## config.mk

```make
export PLATFORM = sky130hd
export DESIGN_NAME = dct_top
export DESIGN_NICKNAME = d
export VERILOG_FILES = /design/src/dct_pkg.sv /design/src/dct_timer.sv /design/src/dct_top.sv
export SDC_FILE = /design/constraint.sdc
export NUM_CORES = 1
export LEC_CHECK = 0
export BUFFER_PORTS_ARGS = -buffer_cell sky130_fd_sc_hd__clkbuf_2
export CAP_MARGIN = 20
export CORE_MARGIN = 1
export CORE_UTILIZATION = 25
export DETAILED_ROUTE_END_ITERATION = 16
export PLACE_DENSITY = 0.5
export SETUP_SLACK_MARGIN = 0.4
export SLEW_MARGIN = 20
export SYNTH_ARGS = -nofsm -noshare
export SYNTH_HDL_FRONTEND = slang
export SYNTH_SLANG_ARGS = --single-unit
```

## constraint.sdc

```tcl
create_clock -name sys_clk -period 2.35 [get_ports sys_clk]
set_input_delay 0.3525 -clock sys_clk [delete_from_list [all_inputs] [get_ports sys_clk]]
set_output_delay 0.3525 -clock sys_clk [all_outputs]
set_load 0.1 [all_outputs]
```

## src/dct_pkg.sv

```systemverilog
package dct_pkg;
    localparam int unsigned CLK_PERIOD_NS = 10;
    localparam int unsigned TICK_DIV = 12;
    localparam logic [3:0] PRE_LAST = 4'(TICK_DIV - 1);

    localparam int unsigned ADDR_W = 8;
    localparam logic [7:0] ADDR_CTRL = 8'h00;
    localparam logic [7:0] ADDR_MODE = 8'h04;
    localparam logic [7:0] ADDR_PRESC = 8'h08;
    localparam logic [7:0] ADDR_T0LO = 8'h0c;
    localparam logic [7:0] ADDR_T0HI = 8'h10;
    localparam logic [7:0] ADDR_T1LO = 8'h14;
    localparam logic [7:0] ADDR_T1HI = 8'h18;
    localparam logic [7:0] ADDR_ISTAT = 8'h1c;
    localparam logic [7:0] ADDR_IMASK = 8'h20;

    localparam int unsigned CTRL_RUN0 = 4;
    localparam int unsigned CTRL_OVF0 = 5;
    localparam int unsigned CTRL_STEP = 2;
    localparam logic [7:0] CTRL_MASK = 8'hf0;
    localparam int unsigned MODE_FIELD_W = 4;
    localparam int unsigned MODE_SEL = 0;
    localparam int unsigned MODE_SRC = 2;
    localparam int unsigned MODE_GATE = 3;
    localparam logic [7:0] PRESC_MASK = 8'h03;

    localparam logic [7:0] RST_BYTE = 8'h00;
    localparam logic [1:0] RESP_OKAY = 2'h0;
    localparam logic [1:0] RESP_SLVERR = 2'h2;

    typedef enum logic [1:0] {
        MODE_13BIT,
        MODE_16BIT,
        MODE_RELOAD8,
        MODE_SPLIT
    } dct_mode_e;

    typedef struct packed {
        logic run;
        logic gate;
        logic srcExt;
        logic fast;
        dct_mode_e mode;
    } dct_cfg_s;

    typedef struct packed {
        logic [7:0] high;
        logic [7:0] low;
    } dct_count_s;

    typedef struct packed {
        logic wrLow;
        logic wrHigh;
        logic [7:0] data;
    } dct_wr_s;
endpackage : dct_pkg

```

## src/dct_timer.sv

```systemverilog
`timescale 1ns/100ps
module dct_timer (
    input wire logic sys_clk,
    input wire logic nrst,
    input wire dct_pkg::dct_cfg_s cfg,
    input wire logic tick,
    input wire logic evEdge,
    input wire logic gateLevel,
    input wire dct_pkg::dct_wr_s wr,
    output dct_pkg::dct_count_s count,
    output logic ovf
);
    dct_pkg::dct_count_s q;
    dct_pkg::dct_count_s n;
    logic en;
    logic anyWr;
    logic [12:0] c13;
    logic [15:0] c16;
    logic [7:0] c8;

    assign en = cfg.run && (!cfg.gate || gateLevel)
        && (cfg.srcExt ? evEdge : tick);
    assign anyWr = wr.wrLow || wr.wrHigh;
    assign count = q;

    always_comb begin
        n = q;
        ovf = 1'b0;
        c13 = {q.high, q.low[4:0]} + 13'h1;
        c16 = {q.high, q.low} + 16'h1;
        c8 = q.low + 8'h1;
        if (en) begin
            case (cfg.mode)
                dct_pkg::MODE_13BIT: begin
                    // Upper three low bits left alone
                    n.high = c13[12:5];
                    n.low[4:0] = c13[4:0];
                    ovf = (c13 == 13'h0000);
                end
                dct_pkg::MODE_16BIT: begin
                    {n.high, n.low} = c16;
                    ovf = (c16 == 16'h0000);
                end
                dct_pkg::MODE_RELOAD8: begin
                    ovf = (c8 == 8'h00);
                    n.low = ovf ? q.high : c8;
                end
                default: begin
                    // Split mode not built; counter holds
                end
            endcase
        end
        // Software load wins over counting; run does not clear
        if (wr.wrLow) begin
            n.low = wr.data;
        end
        if (wr.wrHigh) begin
            n.high = wr.data;
        end
    end

    always_ff @(posedge sys_clk) begin
        if (!nrst) begin
            q <= '0;
        end else begin
            q <= n;
        end
    end
endmodule : dct_timer

```

## src/dct_top.sv

```systemverilog
`timescale 1ns/100ps
module dct_top (
    input wire logic sys_clk,
    input wire logic nrst,
    input wire logic [7:0] awaddr,
    input wire logic awvalid,
    output logic awready,
    input wire logic [31:0] wdata,
    input wire logic [3:0] wstrb,
    input wire logic wvalid,
    output logic wready,
    output logic [1:0] bresp,
    output logic bvalid,
    input wire logic bready,
    input wire logic [7:0] araddr,
    input wire logic arvalid,
    output logic arready,
    output logic [31:0] rdata,
    output logic [1:0] rresp,
    output logic rvalid,
    input wire logic rready,
    input wire logic eventInputZero,
    input wire logic eventInputOne,
    input wire logic externalGateInputZero,
    input wire logic externalGateInputOne,
    output logic irq
);
    typedef struct packed {
        logic [3:0] s1;
        logic [3:0] s2;
        logic [1:0] prevEv;
        logic [3:0] pre;
        logic [7:0] ctrl;
        logic [7:0] modeReg;
        logic [7:0] presc;
        logic [1:0] iStat;
        logic [1:0] iMask;
        logic awPend;
        logic [7:0] awAddr;
        logic wPend;
        logic [7:0] wData;
        logic wStrb0;
        logic awready;
        logic wready;
        logic bvalid;
        logic [1:0] bresp;
        logic arready;
        logic rvalid;
        logic [31:0] rdata;
        logic [1:0] rresp;
        logic irq;
    } dct_state_s;

    dct_state_s q;
    dct_state_s n;
    logic tick12;
    logic doWrite;
    logic [1:0] evFall;
    logic [1:0] ovf;
    logic [7:0] rByte;
    dct_pkg::dct_cfg_s cfg [2];
    dct_pkg::dct_wr_s wr [2];
    dct_pkg::dct_count_s cnt [2];

    assign tick12 = (q.pre == dct_pkg::PRE_LAST);
    // Second stage against its own delayed copy
    assign evFall = q.prevEv & ~q.s2[1:0];
    assign doWrite = q.awPend && q.wPend && !q.bvalid;

    for (genvar i = 0; i < 2; i++) begin : g_tmr
        localparam int unsigned MB = i * dct_pkg::MODE_FIELD_W;
        localparam int unsigned RB = dct_pkg::CTRL_RUN0 + i * dct_pkg::CTRL_STEP;
        localparam logic [7:0] LO = i ? dct_pkg::ADDR_T1LO : dct_pkg::ADDR_T0LO;
        localparam logic [7:0] HI = i ? dct_pkg::ADDR_T1HI : dct_pkg::ADDR_T0HI;

        assign cfg[i] = {q.ctrl[RB],
            q.modeReg[MB + dct_pkg::MODE_GATE],
            q.modeReg[MB + dct_pkg::MODE_SRC],
            q.presc[i],
            dct_pkg::dct_mode_e'(q.modeReg[MB + dct_pkg::MODE_SEL +: 2])};
        assign wr[i] = {doWrite && q.wStrb0 && q.awAddr == LO,
            doWrite && q.wStrb0 && q.awAddr == HI, q.wData};

        dct_timer u_tmr (
            .sys_clk(sys_clk),
            .nrst(nrst),
            .cfg(cfg[i]),
            .tick(q.presc[i] | tick12),
            .evEdge(evFall[i]),
            .gateLevel(q.s2[2 + i]),
            .wr(wr[i]),
            .count(cnt[i]),
            .ovf(ovf[i])
        );
    end

    always_comb begin
        case (araddr)
            dct_pkg::ADDR_CTRL: rByte = q.ctrl;
            dct_pkg::ADDR_MODE: rByte = q.modeReg;
            dct_pkg::ADDR_PRESC: rByte = q.presc;
            dct_pkg::ADDR_T0LO: rByte = cnt[0].low;
            dct_pkg::ADDR_T0HI: rByte = cnt[0].high;
            dct_pkg::ADDR_T1LO: rByte = cnt[1].low;
            dct_pkg::ADDR_T1HI: rByte = cnt[1].high;
            dct_pkg::ADDR_ISTAT: rByte = {6'h00, q.iStat};
            dct_pkg::ADDR_IMASK: rByte = {6'h00, q.iMask};
            default: rByte = dct_pkg::RST_BYTE;
        endcase
    end

    always_comb begin
        n = q;
        // Pins pass two flops before any use
        n.s1 = {externalGateInputOne, externalGateInputZero,
            eventInputOne, eventInputZero};
        n.s2 = q.s1;
        n.prevEv = q.s2[1:0];
        n.pre = tick12 ? 4'h0 : q.pre + 4'h1;

        if (awvalid && q.awready) begin
            n.awPend = 1'b1;
            n.awAddr = awaddr;
        end
        if (wvalid && q.wready) begin
            n.wPend = 1'b1;
            n.wData = wdata[7:0];
            n.wStrb0 = wstrb[0];
        end
        if (q.bvalid && bready) begin
            n.bvalid = 1'b0;
        end
        if (doWrite) begin
            n.awPend = 1'b0;
            n.wPend = 1'b0;
            n.bvalid = 1'b1;
            n.bresp = dct_pkg::RESP_OKAY;
            case (q.awAddr)
                dct_pkg::ADDR_CTRL: begin
                    if (q.wStrb0) begin
                        n.ctrl = q.wData & dct_pkg::CTRL_MASK;
                    end
                end
                dct_pkg::ADDR_MODE: begin
                    if (q.wStrb0) begin
                        n.modeReg = q.wData;
                    end
                end
                dct_pkg::ADDR_PRESC: begin
                    if (q.wStrb0) begin
                        n.presc = q.wData & dct_pkg::PRESC_MASK;
                    end
                end
                dct_pkg::ADDR_ISTAT: begin
                    if (q.wStrb0) begin
                        n.iStat = q.iStat & ~q.wData[1:0];
                    end
                end
                dct_pkg::ADDR_IMASK: begin
                    if (q.wStrb0) begin
                        n.iMask = q.wData[1:0];
                    end
                end
                dct_pkg::ADDR_T0LO, dct_pkg::ADDR_T0HI,
                dct_pkg::ADDR_T1LO, dct_pkg::ADDR_T1HI: begin
                    n.bresp = dct_pkg::RESP_OKAY;
                end
                default: begin
                    n.bresp = dct_pkg::RESP_SLVERR;
                end
            endcase
        end
        // Overflow sets win over a clearing write
        for (int i = 0; i < 2; i++) begin
            if (ovf[i]) begin
                n.ctrl[dct_pkg::CTRL_OVF0 + i * dct_pkg::CTRL_STEP] = 1'b1;
                n.iStat[i] = 1'b1;
            end
        end

        if (q.rvalid && rready) begin
            n.rvalid = 1'b0;
        end
        if (arvalid && q.arready) begin
            n.rvalid = 1'b1;
            n.rdata = {24'h000000, rByte};
            n.rresp = dct_pkg::RESP_OKAY;
            case (araddr)
                dct_pkg::ADDR_CTRL, dct_pkg::ADDR_MODE, dct_pkg::ADDR_PRESC,
                dct_pkg::ADDR_T0LO, dct_pkg::ADDR_T0HI, dct_pkg::ADDR_T1LO,
                dct_pkg::ADDR_T1HI, dct_pkg::ADDR_ISTAT,
                dct_pkg::ADDR_IMASK: n.rresp = dct_pkg::RESP_OKAY;
                default: n.rresp = dct_pkg::RESP_SLVERR;
            endcase
        end

        n.awready = !n.awPend && !n.bvalid;
        n.wready = !n.wPend && !n.bvalid;
        n.arready = !n.rvalid;
        n.irq = |(n.iStat & n.iMask);
    end

    always_ff @(posedge sys_clk) begin
        if (!nrst) begin
            q <= '0;
        end else begin
            q <= n;
        end
    end

    assign awready = q.awready;
    assign wready = q.wready;
    assign bvalid = q.bvalid;
    assign bresp = q.bresp;
    assign arready = q.arready;
    assign rvalid = q.rvalid;
    assign rdata = q.rdata;
    assign rresp = q.rresp;
    assign irq = q.irq;
endmodule : dct_top

```

==> results.sh <==
export IMPL_setup_viol=0
export IMPL_cts_max_level=3
export IMPL_initialDrtViolationCount=527
export IMPL_rsz0062_at_grt="yes"
export IMPL_ys_ff_latch=99
export IMPL_synthFlopType="dfxtp_1"
export IMPL_min_path_type="in2reg"
export IMPL_power_net_switching_mw=1.119
export IMPL_p_total_mw=3.886
export IMPL_dieWidth_um=159.4
export IMPL_ys_top_cells_by_area="dfxtp_1, nor2_1, nand2_1"
export IMPL_ys_warn_count=0
export IMPL_insertion_delay_ns=0.36
export IMPL_synth_edf_count=0
export IMPL_nets=985
export IMPL_cp_data_required_time_ns=2.65
export IMPL_combinationalPowerShare_pct=11.4
export IMPL_synth_top_cell_area_share_pct=32.02
export IMPL_grt_max_degree=29
export IMPL_synth_top_area_cell="dfxtp_1"
export IMPL_status="completed"
export IMPL_overflow=0
export IMPL_numCtsBuffers=9
export IMPL_min_period_ns=2.299
export IMPL_cts_tree="built"
export IMPL_worstSetupStartpointType="flop"
export IMPL_num_antenna_cells=0
export IMPL_clkTransAtPathRegs_ns=0.07
export IMPL_synth_most_common_cell="dfxtp_1"
export IMPL_post_route_drc_count=0
export IMPL_fillerInstances=2508
export IMPL_drv_cap=0
export IMPL_antenna_left=0
export IMPL_worst_slew_pin_slew_ns=0.5688
export IMPL_core_area_mm2=0.02432
export IMPL_vias=6296
export IMPL_firstDrtPassIters=8
export IMPL_grt_pass1_wl_mm=32.61
export IMPL_worstSetupEndpoint="irq$_SDFF_PN0_"
export IMPL_final_hold_violation_count=0
export IMPL_areaGrowthSynthToFinish_pct=38.43
export IMPL_antenna_found_initial=0
export IMPL_viasPerCell=5.077
export IMPL_hpwl_mm=15.04
export IMPL_die_area_mm2=0.02539
export IMPL_cell_internal_pwr_mw=2.766
export IMPL_endpoint_kind="flop"
export IMPL_start_util_pct=25.45
export IMPL_worstPathMaxFanout=4
export IMPL_ir_drop_v=0.0003675
export IMPL_io_pins=105
export IMPL_r2r_cells=9
export IMPL_clkSinkCount=99
export IMPL_pwr_share_clk_pct=43.6
export IMPL_grt_pass1_vias=5754
export IMPL_finClkSkew_ns=0.006499
export IMPL_gr_usage_all_layers_pct=16.40
export IMPL_startpoint="g_tmr[0].u_tmr.count[0]$_SDFFE_PN0P_"
export IMPL_seq_area_frac_synth_pct=32.02
export IMPL_arrival_ns=2.60
export IMPL_relSlewSlack_pct=62.03
export IMPL_io_buffers=51
export IMPL_rows=57
export IMPL_finalCritPeriodShare_pct=97.85
export IMPL_rr_endpoint="irq$_SDFF_PN0_"
export IMPL_synth_cell_types=75
export IMPL_routed_wl_mm=21.35
export IMPL_tns_ns=0
export IMPL_die_h_um=159.4
export IMPL_netlist_top_cells_count="dfxtp_1, nor2_1, nand2_1"
export IMPL_switching_share_pct=28.80
export IMPL_synthesis_instances=789
export IMPL_clock_root_buffer="clkbuf_16"
export IMPL_cts_buffer_depth=2
export IMPL_async_flop_share_pct=0
export IMPL_gp_congestion=0.9081
export IMPL_postCtsHoldBufs=0
export IMPL_fmax_ghz=0.4349
export IMPL_worstSetupPathType="reg2reg"
export IMPL_wl_per_cell_um=17.22
export IMPL_reg2reg_slack_ns=0.05
export IMPL_layout_drive_gt1_share_pct=36.46
export IMPL_syn_area_mm2=0.006190
export IMPL_reg2reg_from="g_tmr[0].u_tmr.count[0]$_SDFFE_PN0P_"
export IMPL_power_density_mw_per_mm2=453.5
export IMPL_pwr_share_seq_pct=45.0
export IMPL_p_leak_nw=3.231
export IMPL_syn_area_per_cell_um2=7.845
export IMPL_hp_start="awaddr[7]"
export IMPL_maxSlewViolCount=0
## worst min-delay path by stage
| stage | endpoint | slack, ns | cells after the start |
|---|---|---|---|
| 2_1_floorplan | n[93]$_SDFF_PN0_ | 0.41 | 1 |
| 3_3_place_gp | n[94]$_SDFF_PN0_ | 0.42 | 1 |
| 3_5_place_dp | q[98]$_SDFF_PN0_ | 0.42 | 1 |
| 4_1_cts | q[59]$_SDFFE_PN0P_ | 0.19 | 3 |
| 5_1_grt | q[59]$_SDFFE_PN0P_ | 0.21 | 3 |
| 6_report | q[59]$_SDFFE_PN0P_ | 0.20 | 3 |
## placed cells by master, fill, tap and decap left out, types with 6 or more instances in the layout
cell type / n
nor2_1: 80
a211oi_2: 10
dfxtp_1: 80
buf_4: 98
clkbuf_16: 9
nand2_1: 79
and2_1: 17
nand2b_1: 9
conb_1: 26
a41oi_2: 7
a31oi_1: 8
and3_1: 12
a22oi_1: 10
a21oi_1: 38
nor3_1: 18
xnor2_1: 13
o21ai_1: 6
a222oi_1: 10
o21ai_0: 10
xor2_1: 13
nand3_1: 15
nand4_1: 20
clkbuf_2: 51
dfxtp_2: 15
mux2i_1: 20
a211oi_1: 11
buf_6: 26
inv_1: 19
## layout make-up
class / instances / area, um^2 / share of cell area (%)
Multi-Input combinational cell: 605 / 4434 / 51.75
Sequential cell: 99 / 2016 / 23.53
Timing Repair Buffer: 176 / 1304 / 15.22
Clock buffer: 10 / 239.0 / 2.789
Clock inverter: 6 / 95.09 / 1.110
Inverter: 20 / 75.07 / 0.8762
Tap cell: 324 / 405.4 / 4.731
## cells by family after synthesis
kind of cell / after synthesis / share of synthesized area, %
compound gates: 177 / 20.19
xor+xnor: 30 / 4.245
fa+ha+maj: 11 / 2.224
buf+inv: 110 / 9.440
flops: 99 / 32.02
mux: 25 / 4.083
other cells: 1 / 0.06058
simple gates: 336 / 27.73
## per-layer routing
layer / global-route usage (%) / up-vias / wire length (um)
met5: 0 / - / 0
met4: 4.240 / 0 / 410
met3: 2.683 / 37 / 1257
met2: 26.14 / 198 / 9859
met1: 22.88 / 3022 / 9819
li1: - / 3039 / -
## flip-flops by register name, indices dropped and copies added, names as in the netlist
register,count
bresp,1
irq,1
g_tmr.u_tmr.count,32
n,6
rresp,1
cfg,12
wready,1
bvalid,1
arready,1
awready,1
rdata,8
rvalid,1
q,33
## power groups by stage
stage / registers, mW / logic [mW] / clock network, mW
floorplan: 1.81 / 0.339 / 0
global placement: 1.79 / 0.431 / 0
detailed placement: 1.79 / 0.431 / 0
CTS: 1.75 / 0.440 / 1.74
global route: 1.75 / 0.467 / 1.79
finish: 1.75 / 0.443 / 1.69
## critical path: stages (launching register included)
cell	delay, ns
dfxtp_2	0.34
buf_6	0.11
buf_4	0.15
a211o_1	0.30
a21oi_2	0.21
nand2_1	0.10
a2111o_1	0.43
a31oi_1	0.18
o21a_1	0.23
a221o_1	0.19
## what timing repair did
item,4_1_cts,5_1_grt
gates resized for setup,69,112
cloned,0,1
setup endpoints to repair,46,43
buffers inserted,22,19
pin swaps,37,63
## metrics by stage
stage | instances | cell area (um^2) | hold WS [ns] | utilization, % | worst slack (ns)
after floorplan | 814 | 6401 | 0.4119 | - | 0.2110
final | 1240 | 8568 | 0.2024 | 35.23 | 0.05054
after global placement | 1182 | 7151 | 0.4194 | 29.40 | 0.07172
after detailed placement | 1182 | 7151 | 0.4187 | 29.40 | 0.06599
after CTS | 1220 | 7913 | 0.1905 | 32.54 | 0.09140
after global routing | 1240 | 8568 | 0.2053 | 35.23 | 0.003323
No activity file was read; power rests on OpenSTA's default activity.
